<file path="src/logic/osc_ctrl_pkg.sv">
// Package: register map, field layout, codes and constants of the oscillator select block
package osc_ctrl_pkg;

  // Register byte offsets on the APB
  localparam logic [11:0] OFS_OSC_CONTROL = 12'h000;
  localparam logic [11:0] OFS_CLOCK_DIVIDER = 12'h004;
  localparam logic [11:0] OFS_FAST_RC_TUNE = 12'h008;

  // Control register fields
  localparam int CTL_CURRENT_LSB = 12;
  localparam int CTL_NEW_LSB = 8;
  localparam int CTL_SEL_LOCK_BIT = 7;
  localparam int CTL_PIN_LOCK_BIT = 6;
  localparam int CTL_PLL_LOCK_BIT = 5;
  localparam int CTL_FAIL_BIT = 3;
  localparam int CTL_SEC_EN_BIT = 1;
  localparam int CTL_SWITCH_BIT = 0;

  // Divider register fields
  localparam int DIV_RECOVER_BIT = 15;
  localparam int DIV_DOZE_LSB = 12;
  localparam int DIV_DOZE_EN_BIT = 11;
  localparam int DIV_POST_LSB = 8;
  localparam int DIV_FIXED_ONE_BIT = 6;

  // Unlock key bytes
  localparam logic [7:0] KEY_HI_FIRST = 8'h78;
  localparam logic [7:0] KEY_HI_SECOND = 8'h9A;
  localparam logic [7:0] KEY_LO_FIRST = 8'h46;
  localparam logic [7:0] KEY_LO_SECOND = 8'h57;

  // Reset values
  localparam logic [2:0] DOZE_RESET = 3'h3;
  localparam logic [2:0] POSTSCALE_RESET = 3'h1;
  localparam logic [2:0] SOURCE_ERASED = 3'h7;
  localparam logic [1:0] PRIMARY_ERASED = 2'h3;
  localparam logic [1:0] SWITCH_MON_ERASED = 2'h3;

  // New-source cycles waited before the changeover
  localparam logic [3:0] SETTLE_CYCLES = 4'hA;

  // Postscaler code whose divide is 256 rather than 128
  localparam logic [2:0] POSTSCALE_MAX_CODE = 3'h7;
  localparam logic [3:0] POSTSCALE_MAX_SHIFT = 4'h8;

  typedef enum logic [2:0] {
    SRC_FAST_RC = 3'h0,
    SRC_FAST_RC_WITH_PLL = 3'h1,
    SRC_PRIMARY = 3'h2,
    SRC_PRIMARY_WITH_PLL = 3'h3,
    SRC_SECONDARY = 3'h4,
    SRC_LOW_POWER_RC = 3'h5,
    SRC_RESERVED = 3'h6,
    SRC_DIVIDED_FAST_RC = 3'h7
  } source_t;

  typedef enum logic [1:0] {
    PRI_EXTERNAL_CLOCK = 2'h0,
    PRI_CRYSTAL = 2'h1,
    PRI_HIGH_SPEED_CRYSTAL = 2'h2,
    PRI_INTERNAL_ONLY = 2'h3
  } primary_mode_t;

  // Gray coded along idle, ready, pll, settle, done
  typedef enum logic [2:0] {
    SW_IDLE = 3'h0,
    SW_WAIT_READY = 3'h1,
    SW_WAIT_PLL = 3'h3,
    SW_SETTLE = 3'h2,
    SW_DONE = 3'h6
  } switch_state_t;

  typedef enum logic [1:0] {
    KEY_NONE = 2'h0,
    KEY_FIRST = 2'h1,
    KEY_ARMED = 2'h2
  } key_state_t;

endpackage : osc_ctrl_pkg

</file>
<file path="src/logic/osc_select_ctrl.sv">
// Module: oscillator source selection, switch sequencing, doze and fast RC divider control
`timescale 1ns/10ps
module osc_select_ctrl
  import osc_ctrl_pkg::*;
(
  input wire logic clk_sys,
  input wire logic sys_rst,
  // APB slave
  input wire logic psel,
  input wire logic penable,
  input wire logic pwrite,
  input wire logic [11:0] paddr,
  input wire logic [31:0] pwdata,
  input wire logic [3:0] pstrb,
  output logic [31:0] prdata,
  output logic pready,
  output logic pslverr,
  // Nonvolatile configuration straps
  input wire logic [1:0] switchMonitorCfg,
  input wire logic [1:0] primaryModeCfg,
  input wire logic [2:0] initialSourceCfg,
  input wire logic pinMapLockOneWayCfg,
  // Indications from the analogue side and the monitor
  input wire logic clockFailDetect,
  input wire logic pllLocked,
  input wire logic newSourceReady,
  input wire logic newSourceTick,
  input wire logic interruptEvent,
  // Control outputs
  output logic [2:0] currentSource,
  output logic [2:0] requestedSource,
  output logic [1:0] primaryMode,
  output logic switchingEnabled,
  output logic failsafeMonitorEnable,
  output logic secondaryOscEnable,
  output logic pinMapLock,
  output logic switchInProgress,
  output logic [2:0] dozeRatioEffective,
  output logic [3:0] fastRcPostscaleShift,
  output logic [5:0] fastRcTrim
);

  typedef struct packed {
    logic strapsLoaded;
    logic [1:0] switchMonCfg;
    logic [1:0] primaryMode;
    logic [2:0] initialSource;
    logic oneWay;
    logic [2:0] currentSource;
    logic [2:0] newSource;
    logic switchRequest;
    logic selectionLock;
    logic pinMapLock;
    logic pllLockFlag;
    logic clockFail;
    logic secondaryEnable;
    logic recoverOnInterrupt;
    logic [2:0] dozeRatio;
    logic dozeEnable;
    logic [2:0] postscale;
    logic [5:0] trim;
    switch_state_t swState;
    logic [3:0] settleCount;
    key_state_t keyHi;
    key_state_t keyLo;
    logic pready;
    logic pslverr;
    logic [31:0] prdata;
    logic [2:0] dozeRatioEff;
    logic [3:0] postShift;
    logic switchEnOut;
    logic monitorEnOut;
    logic busyOut;
  } state_t;

  state_t state_r;
  state_t state_nxt;

  function automatic logic usesPll(input logic [2:0] code);
    usesPll = (code == SRC_FAST_RC_WITH_PLL) || (code == SRC_PRIMARY_WITH_PLL);
  endfunction : usesPll

  // Key tracker: a pair of back-to-back key writes arms the next write of that byte
  function automatic key_state_t nextKey(input key_state_t cur, input logic laneOnly,
                                         input logic [7:0] data, input logic [7:0] first,
                                         input logic [7:0] second);
    if (laneOnly && data == first) begin
      nextKey = KEY_FIRST;
    end else if (laneOnly && cur == KEY_FIRST && data == second) begin
      nextKey = KEY_ARMED;
    end else begin
      nextKey = KEY_NONE;
    end
  endfunction : nextKey

  logic swEnable;
  logic lockActive;
  logic accessDone;
  logic wrCtl;
  logic wrDiv;
  logic wrTune;
  logic hiOpen;
  logic loOpen;
  logic [15:0] ctlRead;
  logic [15:0] divRead;

  always_comb begin
    state_nxt = state_r;
    swEnable = ~state_r.switchMonCfg[1];
    // The selection lock only bites while switching is enabled
    lockActive = swEnable && state_r.selectionLock;
    accessDone = psel && penable && state_r.pready;
    wrCtl = accessDone && pwrite && paddr == OFS_OSC_CONTROL;
    wrDiv = accessDone && pwrite && paddr == OFS_CLOCK_DIVIDER;
    wrTune = accessDone && pwrite && paddr == OFS_FAST_RC_TUNE;
    hiOpen = wrCtl && pstrb[1] && state_r.keyHi == KEY_ARMED;
    loOpen = wrCtl && pstrb[0] && state_r.keyLo == KEY_ARMED;

    ctlRead = 16'h0000;
    ctlRead[CTL_CURRENT_LSB +: 3] = state_r.currentSource;
    ctlRead[CTL_NEW_LSB +: 3] = state_r.newSource;
    ctlRead[CTL_SEL_LOCK_BIT] = state_r.selectionLock;
    ctlRead[CTL_PIN_LOCK_BIT] = state_r.pinMapLock;
    ctlRead[CTL_PLL_LOCK_BIT] = state_r.pllLockFlag;
    ctlRead[CTL_FAIL_BIT] = state_r.clockFail;
    ctlRead[CTL_SEC_EN_BIT] = state_r.secondaryEnable;
    ctlRead[CTL_SWITCH_BIT] = state_r.switchRequest && swEnable;
    divRead = 16'h0000;
    divRead[DIV_RECOVER_BIT] = state_r.recoverOnInterrupt;
    divRead[DIV_DOZE_LSB +: 3] = state_r.dozeRatio;
    divRead[DIV_DOZE_EN_BIT] = state_r.dozeEnable;
    divRead[DIV_POST_LSB +: 3] = state_r.postscale;
    divRead[DIV_FIXED_ONE_BIT] = 1'b1;

    // APB: one wait cycle, then the access completes
    // Read data is latched a cycle early so that it stands with pready
    state_nxt.pready = psel && penable && !state_r.pready;
    state_nxt.pslverr = 1'b0;
    if (psel && penable && !state_r.pready) begin
      state_nxt.prdata = 32'h0000_0000;
      case (paddr)
        OFS_OSC_CONTROL: state_nxt.prdata = {16'h0000, ctlRead};
        OFS_CLOCK_DIVIDER: state_nxt.prdata = {16'h0000, divRead};
        OFS_FAST_RC_TUNE: state_nxt.prdata = {26'h0, state_r.trim};
        default: state_nxt.pslverr = 1'b1;
      endcase
    end

    // A completed transfer ends an unfinished or armed key sequence unless it writes the next key byte on that lane
    if (accessDone) begin
      if (wrCtl) begin
        state_nxt.keyHi = nextKey(state_r.keyHi, pstrb == 4'h2, pwdata[15:8],
                                  KEY_HI_FIRST, KEY_HI_SECOND);
        state_nxt.keyLo = nextKey(state_r.keyLo, pstrb == 4'h1, pwdata[7:0],
                                  KEY_LO_FIRST, KEY_LO_SECOND);
      end else begin
        state_nxt.keyHi = KEY_NONE;
        state_nxt.keyLo = KEY_NONE;
      end
    end

    // Each byte lane has its own key pair; arming covers one transfer only
    // High byte: new source selection, frozen by the lock or with switching off
    if (hiOpen && swEnable && !lockActive) begin
      state_nxt.newSource = pwdata[CTL_NEW_LSB +: 3];
    end

    // Low byte
    if (loOpen) begin
      if (pwdata[CTL_SEL_LOCK_BIT]) begin
        state_nxt.selectionLock = 1'b1;
      end
      if (!(pinMapLockOneWayCfg && state_r.oneWay && state_r.pinMapLock)) begin
        state_nxt.pinMapLock = pwdata[CTL_PIN_LOCK_BIT];
      end
      if (!pwdata[CTL_FAIL_BIT]) begin
        state_nxt.clockFail = 1'b0;
      end
      state_nxt.secondaryEnable = pwdata[CTL_SEC_EN_BIT];
      // Writing zero to the switch request leaves it alone
      if (pwdata[CTL_SWITCH_BIT] && swEnable && !lockActive) begin
        state_nxt.switchRequest = 1'b1;
      end
    end

    if (wrDiv && pstrb[1]) begin
      state_nxt.recoverOnInterrupt = pwdata[DIV_RECOVER_BIT];
      state_nxt.dozeRatio = pwdata[DIV_DOZE_LSB +: 3];
      state_nxt.dozeEnable = pwdata[DIV_DOZE_EN_BIT];
      state_nxt.postscale = pwdata[DIV_POST_LSB +: 3];
    end
    // Interrupt wins over a simultaneous software set of doze enable
    if (state_r.recoverOnInterrupt && interruptEvent) begin
      state_nxt.dozeEnable = 1'b0;
    end
    if (wrTune && pstrb[0]) begin
      state_nxt.trim = pwdata[5:0];
    end

    // Switch sequencer
    case (state_r.swState)
      SW_IDLE: begin
        if (state_r.switchRequest && swEnable) begin
          if (state_r.newSource == state_r.currentSource) begin
            state_nxt.switchRequest = 1'b0;
          end else begin
            state_nxt.pllLockFlag = 1'b0;
            state_nxt.clockFail = 1'b0;
            state_nxt.swState = SW_WAIT_READY;
          end
        end
      end
      SW_WAIT_READY: begin
        // Start-up timing of the oscillator is judged outside this block
        if (newSourceReady) begin
          state_nxt.swState = usesPll(state_r.newSource) ? SW_WAIT_PLL : SW_SETTLE;
          state_nxt.settleCount = 4'h0;
        end
      end
      SW_WAIT_PLL: begin
        if (pllLocked) begin
          state_nxt.swState = SW_SETTLE;
          state_nxt.settleCount = 4'h0;
        end
      end
      SW_SETTLE: begin
        // Ticks seen before this state are not counted
        if (newSourceTick) begin
          state_nxt.settleCount = state_r.settleCount + 4'h1;
          if (state_r.settleCount == SETTLE_CYCLES - 4'h1) begin
            state_nxt.swState = SW_DONE;
          end
        end
      end
      SW_DONE: begin
        // Request clears in the same cycle as the changeover, so software can poll it
        state_nxt.currentSource = state_r.newSource;
        state_nxt.switchRequest = 1'b0;
        state_nxt.swState = SW_IDLE;
      end
      default: state_nxt.swState = SW_IDLE;
    endcase

    // PLL lock status tracks the current source outside a switch
    if (state_r.swState == SW_IDLE && !(state_r.switchRequest && swEnable)) begin
      state_nxt.pllLockFlag = pllLocked && usesPll(state_r.currentSource);
    end

    // Failure set wins over any clear in the same cycle
    if (clockFailDetect && !state_r.switchMonCfg[0] && swEnable) begin
      state_nxt.clockFail = 1'b1;
    end

    // With switching off the current source always follows the strap
    if (!swEnable) begin
      state_nxt.currentSource = state_r.initialSource;
      state_nxt.switchRequest = 1'b0;
      state_nxt.swState = SW_IDLE;
    end

    // Straps are caught on the first edge after reset release
    // Later strap changes are ignored until the next reset, except that clearing pinMapLockOneWayCfg undoes the one-way pin lock
    if (!state_r.strapsLoaded) begin
      state_nxt.strapsLoaded = 1'b1;
      state_nxt.switchMonCfg = switchMonitorCfg;
      state_nxt.primaryMode = primaryModeCfg;
      state_nxt.initialSource = initialSourceCfg;
      state_nxt.oneWay = pinMapLockOneWayCfg;
      state_nxt.currentSource = initialSourceCfg;
      state_nxt.newSource = initialSourceCfg;
    end

    state_nxt.dozeRatioEff = state_nxt.dozeEnable ? state_nxt.dozeRatio : 3'h0;
    state_nxt.postShift = (state_nxt.postscale == POSTSCALE_MAX_CODE) ? POSTSCALE_MAX_SHIFT
                          : {1'b0, state_nxt.postscale};
    // Registered copies, so that every output leaves a flip-flop
    state_nxt.switchEnOut = ~state_nxt.switchMonCfg[1];
    state_nxt.monitorEnOut = ~state_nxt.switchMonCfg[1] & ~state_nxt.switchMonCfg[0];
    state_nxt.busyOut = state_nxt.swState != SW_IDLE;
  end

  always_ff @(posedge clk_sys or posedge sys_rst) begin
    if (sys_rst) begin
      state_r <= '0;
      state_r.switchMonCfg <= SWITCH_MON_ERASED;
      state_r.primaryMode <= PRIMARY_ERASED;
      state_r.initialSource <= SOURCE_ERASED;
      state_r.currentSource <= SOURCE_ERASED;
      state_r.newSource <= SOURCE_ERASED;
      state_r.dozeRatio <= DOZE_RESET;
      state_r.postscale <= POSTSCALE_RESET;
      state_r.postShift <= {1'b0, POSTSCALE_RESET};
      state_r.swState <= SW_IDLE;
      state_r.keyHi <= KEY_NONE;
      state_r.keyLo <= KEY_NONE;
    end else begin
      state_r <= state_nxt;
    end
  end

  assign prdata = state_r.prdata;
  assign pready = state_r.pready;
  assign pslverr = state_r.pslverr;
  assign currentSource = state_r.currentSource;
  assign requestedSource = state_r.newSource;
  assign primaryMode = state_r.primaryMode;
  assign switchingEnabled = state_r.switchEnOut;
  assign failsafeMonitorEnable = state_r.monitorEnOut;
  assign secondaryOscEnable = state_r.secondaryEnable;
  assign pinMapLock = state_r.pinMapLock;
  assign switchInProgress = state_r.busyOut;
  assign dozeRatioEffective = state_r.dozeRatioEff;
  assign fastRcPostscaleShift = state_r.postShift;
  assign fastRcTrim = state_r.trim;

endmodule : osc_select_ctrl

</file>
<file path="config.mk">
export PLATFORM = sky130hd
export DESIGN_NAME = osc_select_ctrl
export DESIGN_NICKNAME = d
export VERILOG_FILES = /design/src/logic/osc_ctrl_pkg.sv /design/src/logic/osc_select_ctrl.sv
export SDC_FILE = /design/constraint.sdc
export NUM_CORES = 1
export LEC_CHECK = 0
export BUFFER_PORTS_ARGS = -buffer_cell sky130_fd_sc_hd__buf_2
export CELL_PAD_IN_SITES_DETAIL_PLACEMENT = 0
export CELL_PAD_IN_SITES_GLOBAL_PLACEMENT = 1
export CORE_ASPECT_RATIO = 1.5
export CORE_UTILIZATION = 35
export DETAILED_ROUTE_END_ITERATION = 16
export GPL_TIMING_DRIVEN = 0
export HOLD_SLACK_MARGIN = 0.12
export PLACE_DENSITY = 0.78
export SETUP_SLACK_MARGIN = 0.4
export SLEW_MARGIN = 5
export SYNTH_ARGS = -nofsm -noshare
export SYNTH_HDL_FRONTEND = slang
export SYNTH_SLANG_ARGS = --single-unit
</file>
<file path="constraint.sdc">
create_clock -name clk_sys -period 2.4 [get_ports clk_sys]
set_input_delay 0.48 -clock clk_sys [delete_from_list [all_inputs] [get_ports clk_sys]]
set_output_delay 0.48 -clock clk_sys [all_outputs]
set_load 0.02 [all_outputs]
</file>
# [Yosys cells after proc, flatten, opt, wreduce, memory -nomap -nowiden]
# Cells that the tools add are included.
[op_classes] addsub=1 n_eq_ne=29 mux=41 bitwise=5 n_reduce_logical=49
[ops] op="16-bit case mux with 3 select lines" count=1
[ops] op="33-bit 2-to-1 mux" count=1
[ops] op="1-bit logical AND" count=32
[ops] op="7-bit 2-to-1 mux" count=4
[ops] op="3-bit 2-to-1 mux" count=9
[ops] op="8-bit by 7-bit equality test with 1-bit output, second input constant" count=3
[ops] op="2-bit 2-to-1 mux" count=8
[ops] op="14-bit 2-to-1 mux" count=1
[ops] op="12-bit by 3-bit equality test with 1-bit output, second input constant" count=1
[ops] op="12-bit by 4-bit equality test with 1-bit output, second input constant" count=1
[ops] op="3-bit by 2-bit equality test with 1-bit output, second input constant" count=4
[ops] op="12-bit logical NOT" count=1
[ops] op="1-bit 2-to-1 mux" count=12
[ops] op="3-bit case mux with 4 select lines" count=1
[ops] op="4-bit case mux with 3 select lines" count=1
[ops] op="3-bit by 1-bit equality test with 1-bit output, second input constant" count=3
[ops] op="8-bit equality test, second input constant" count=1
[ops] op="4-bit 2-to-1 mux" count=2
[ops] op="3-bit equality test, second input constant" count=2
[ops] op="2-bit inequality test, second input constant" count=3
[ops] op="3-bit nonzero test" count=2
[ops] op="4-bit by 1-bit adder with 4-bit output, second input constant" count=1
[ops] op="2-bit by 1-bit equality test with 1-bit output, second input constant" count=2
[ops] op="2-bit equality test, second input constant" count=2
[ops] op="other kinds (17)" count=27
[totals] regBits=90 inputBits=66 output_inout_bits=60 wordCells=155

# [Logic depth before layout (Yosys ltp)]
[depth] depth_word=12 mapped_depth=6 depth_no_buf=5

# [Worst setup path before layout]
# Ideal clock, no wire load.
[synth_path] kind="input-to-reg" from="input port paddr[3]" to="register state_r[45] in the netlist's numbering" setup_time_ns=0.092 arrival_ns=1.703 t_required_ns=2.308 slack_ns=0.606 stages=5 n_path_buf=1 cell_sequence="buf_6 -> nor4_4 -> nand2_2 -> or4_4 -> o31ai_2"
[synth_via] elab_chain_cells=3
[synth_lines] item="start, declared" line="osc_select_ctrl.sv:12" rtl="input wire logic [11:0] paddr,"
[synth_lines] item="12-bit logical NOT" line="osc_select_ctrl.sv:113" rtl="wrCtl = accessDone && pwrite && paddr == OFS_OSC_CONTROL;"
[synth_lines] item="1-bit logical AND" line="osc_select_ctrl.sv:113"
[synth_lines] item="4-bit 2-to-1 mux" line="osc_select_ctrl.sv:151" rtl="if (wrCtl) begin"
[synth_lines] item="end signal, assigned" line="osc_select_ctrl.sv:297" rtl="state_r <= state_nxt;"
[synth_lines] item="end, declared" line="osc_select_ctrl.sv:76" rtl="state_t state_r;"
# Every way passes these cells.
# A chain may end at the register's enable or synchronous reset.

# [Worst setup path after layout]
[layout_path] from="register state_r[88] in the netlist's numbering" to="register state_r, in the netlist requestedSource[1]"
[layout_via] elab_chain_cells=5 elab_cells_between_ends=6 classes_between="eq/ne (1); bitwise (1); reduce/logical (4)"
[layout_lines] item="1-bit NOT *" line="osc_select_ctrl.sv:109" rtl="swEnable = ~state_r.switchMonCfg[1];"
[layout_lines] item="1-bit logical AND" line="osc_select_ctrl.sv:111" rtl="lockActive = swEnable && state_r.selectionLock;"
[layout_lines] item="1-bit logical NOT" line="osc_select_ctrl.sv:164" rtl="if (hiOpen && swEnable && !lockActive) begin"
[layout_lines] item="1-bit logical AND *" line="osc_select_ctrl.sv:164"
[layout_lines] item="2-bit by 1-bit inequality test with 1-bit output (no source line) *"
# Every way passes the cells marked *; elsewhere a longest branch is shown, timed or not.

==> results.json <==
{
  "outcome": "complete, no violations",
  "globalRouteOverflowTotal": 0,
  "cts.repair_timing.setup_buffer_count": 0,
  "detail_route.wl_per_cell_um": 14.2,
  "synth_edf_count": 0,
  "clock_sink_count": 74,
  "fin_crit_sh_pct": 73.4,
  "max_freq_mhz": 567,
  "report.final.setup_viol": 0,
  "clock_insertion_delay_worst_skew_ns": 0.34,
  "port_buffers": 92,
  "end_kind": "register",
  "cts.path.max_buffers": 2,
  "reg2reg_from": "state_r[88]$_DFF_PP1_",
  "route.vias.total": 2933,
  "grt_util_all_layers_pct": 16.7,
  "ctsRootBufferMaster": "clkbuf_16",
  "synth_commonest_cells": "dfrtp_1, buf_4, nand2_1",
  "routed_wl_um": 9020,
  "syn2layout_area_growth_pct": 26.6,
  "fraction_of_final_layout_cells_with_drive_strength_greater_than_1_pct": 44.0,
  "syn_area_um2": 3890,
  "share_comb_of_total_power_pct": 11.4,
  "synthMostInstantiatedCell": "dfrtp_1",
  "ys.warnings.count": 0,
  "firstDrtPassIters": 4,
  "synth_cells": 369,
  "crit_fanout": 10,
  "power_frac_clock_pct": 44.8,
  "worstPathArrival_ns": 2.03,
  "yosysTopAreaCellShare_pct": 36.6,
  "vias_per_cell": 4.60,
  "worst_r2r_path_depth": 5,
  "setup.worst_path.class": "register to register",
  "synth_top_flop_cell": "dfrtp_1",
  "timing.hold.worst.class": "input pin to asynchronous set/reset pin",
  "worst_clock_skew_ns": 0.00646,
  "number_of_antenna_violations_at_the_first_check_in_global_routing": 0,
  "timing.critical_path.slowest_stage_cell": "or3_1",
  "fin_worst_hold_slack_ns": 0.283,
  "power.total_mw": 3.11,
  "max_stage_delay_ns": 0.37,
  "category_of_the_worst_setup_path_launch_point": "register",
  "core_area_um2": 10700,
  "grt_pass1_vias": 2957,
  "critical_path.reg2reg.endpoint": "requestedSource[1]$_DFFE_PP1P_",
  "seq_power_share_pct": 43.8,
  "detail_route.iter0.violations": 112,
  "yosys_register_bits": 74,
  "die_h_um": 131,
  "insertedDiodeCount": 0,
  "post_synthesis_async_set_or_reset_flop_share_pct": 100,
  "sw_frac_of_total_pct": 24.2,
  "reg2reg_setup_slack_ns": 0.64,
  "finalWeightedCongestion": 0.792,
  "design.final.nets": 556,
  "maximum_level_of_the_cts_h_tree": 3,
  "power-per-cell-area_nw_per_um2": 630,
  "initial_core_util_pct": 36.4,
  "io_pins": 126,
  "number_of_distinct_library_cells_after_synthesis": 54,
  "timing.critical_path.cells": "clkbuf_1, nor4b_1, nand4_1, or3_1, a31oi_1",
  "dieWidth_um": 88.1,
  "worst_ep_required_time_ns": 2.66,
  "power.internal_mw": 2.35,
  "worst_setup_path_endpoint": "requestedSource[1]$_DFFE_PP1P_",
  "timing.slew.headroom_pct": 47.4,
  "clkSlewWorstSetupHoldPaths_ns": 0.05,
  "finalWorstPathRequiredPeriod_ns": 1.76,
  "drc_errors": 0,
  "critPathLaunch": "state_r[88]$_DFF_PP1_",
  "cp.buffers_inverters": 1,
  "rows": 46,
  "drtAntennaViolNets": 0,
  "maxSlewViolCount": 0,
  "netSwitchingPower_mw": 0.751,
  "grt_setup_unrepaired": "false",
  "crit_cells": 5,
  "worst-slew-pin-transition_ns": 0.787,
  "finalHoldViolations": 0,
  "die_area_um2": 11600,
  "avgSynthCellArea_um2": 10.6,
  "synth_top_cells_by_area": "dfrtp_1, dfstp_2, buf_4",
  "ctsResizeCount": 0,
  "final.setup.tns_ns": 0,
  "synth.largest_area_cell": "dfrtp_1",
  "hpwl_reported_at_the_end_of_detailed_placement_um": 7110,
  "cts_tree": "done",
  "pin_count_of_the_biggest_net_entering_global_routing": 40,
  "cts-buffers-inserted": 9,
  "cpLargestDelayFamily": "simple AND/OR/NAND/NOR gates",
  "cts_hold_repair.buffers": 0,
  "synth_sequential_area_ratio_pct": 48.1,
  "grt_first_pass_wirelength_um": 14700,
  "cap_viol_max_count": 0,
  "total_leakage_power_nw": 2.50,
  "max_rail_drop_vdd_v": 0.000343
}
[metal layers]
layer	global-route usage (%)	up-vias	share of wire (%)
met5	0	-	0
met1	19.2	1393	40
met2	29.3	77	53
li1	-	1451	-
met3	4.08	12	4.4
met4	6.18	0	1.8
[power by group through the flow]
| stage | combinational [mW] | sequential, mW | clock (mW) |
|---|---|---|---|
| final | 0.355 | 1.36 | 1.39 |
| after global routing | 0.395 | 1.36 | 1.47 |
| after CTS | 0.361 | 1.36 | 1.42 |
| after detailed placement | 0.360 | 1.38 | 0 |
| after global placement | 0.349 | 1.38 | 0 |
| after floorplan | 0.232 | 1.37 | 0 |
[final cells by class]
class                           count  area [µm²]
Fill cell                        1069        5780
Buffer                             63         454
Inverter                           11        45.0
Multi-Input combinational cell    236        1580
Timing Repair Buffer               93         480
Clock buffer                       12         267
Clock inverter                      4        48.8
Sequential cell                    74        1870
Tap cell                          144         180
[registers in the layout (all words and copies together) (netlist names), 4 cells and up]
name                  count
state_r                  19
prdata                   16
divRead                   8
fastRcTrim                6
fastRcPostscaleShift      4
[stage by stage]
step	area, µm²	std cells	setup WS, ns	utilization (%)
final	4930	637	0.638	46.0
after global routing	4930	637	0.483	46.0
after CTS	4930	637	0.610	46.0
after detailed placement	4610	621	0.360	43.1
after global placement	4590	620	0.359	42.9
after floorplan	3950	384	0.606	-
[worst min-delay path by stage]
stage                            startpoint                          to  slack, ns
floorplan           state_r[50]$_DFFE_PP0P_       state_r[54]$_DFF_PP0_       0.44
global placement     prdata[15]$_DFFE_PP0P_      prdata[15]$_DFFE_PP0P_       0.47
detailed placement    prdata[0]$_DFFE_PP0P_       prdata[0]$_DFFE_PP0P_       0.47
CTS                                 sys_rst       prdata[1]$_DFFE_PP0P_       0.30
global route                        sys_rst  switchInProgress$_DFF_PP0_       0.34
finish                              sys_rst       prdata[1]$_DFFE_PP0P_       0.28
[layout by cell type, fill, tap and decap left out, drive strengths merged, types with 2 or more instances in the layout]
| cell | synthesis | routed |
|---|---|---|
| nand3b | 2 | 2 |
| nor2 | 12 | 12 |
| nor3 | 7 | 7 |
| o31ai | 3 | 3 |
| nand3 | 12 | 12 |
| nand4b | 2 | 2 |
| mux2 | 24 | 24 |
| dfstp | 17 | 17 |
| ha | 2 | 2 |
| conb | 2 | 17 |
| and3 | 3 | 3 |
| or3 | 6 | 6 |
| clkbuf | 7 | 19 |
| xnor2 | 4 | 4 |
| or2 | 2 | 2 |
| nor4b | 2 | 2 |
| nor4 | 5 | 5 |
| mux2i | 20 | 20 |
| and2 | 2 | 2 |
| nand2b | 2 | 2 |
| dfrtp | 57 | 57 |
| buf | 56 | 149 |
| o21ai | 25 | 25 |
| nor2b | 4 | 4 |
| or4 | 3 | 3 |
| a21boi | 2 | 2 |
| o22ai | 2 | 2 |
| clkinv | 0 | 3 |
| inv | 11 | 10 |
| a21oi | 7 | 7 |
| a31oi | 4 | 4 |
| nand2 | 48 | 48 |
| nand4 | 5 | 5 |
[cells by family (layout without fill, tap and decap cells)]
| logic type | Yosys count | in the layout | share of synthesized area (%) |
|---|---|---|---|
| compound gates | 50 | 50 | 7.87 |
| fa+ha+maj | 2 | 2 | 0.643 |
| mux | 44 | 44 | 12.1 |
| flops | 74 | 74 | 48.1 |
| xor+xnor | 4 | 4 | 0.900 |
| buf+inv | 74 | 183 | 12.7 |
| other cells | 2 | 17 | 0.193 |
| simple gates | 119 | 119 | 17.5 |
(Power assumes the default switching activity.)
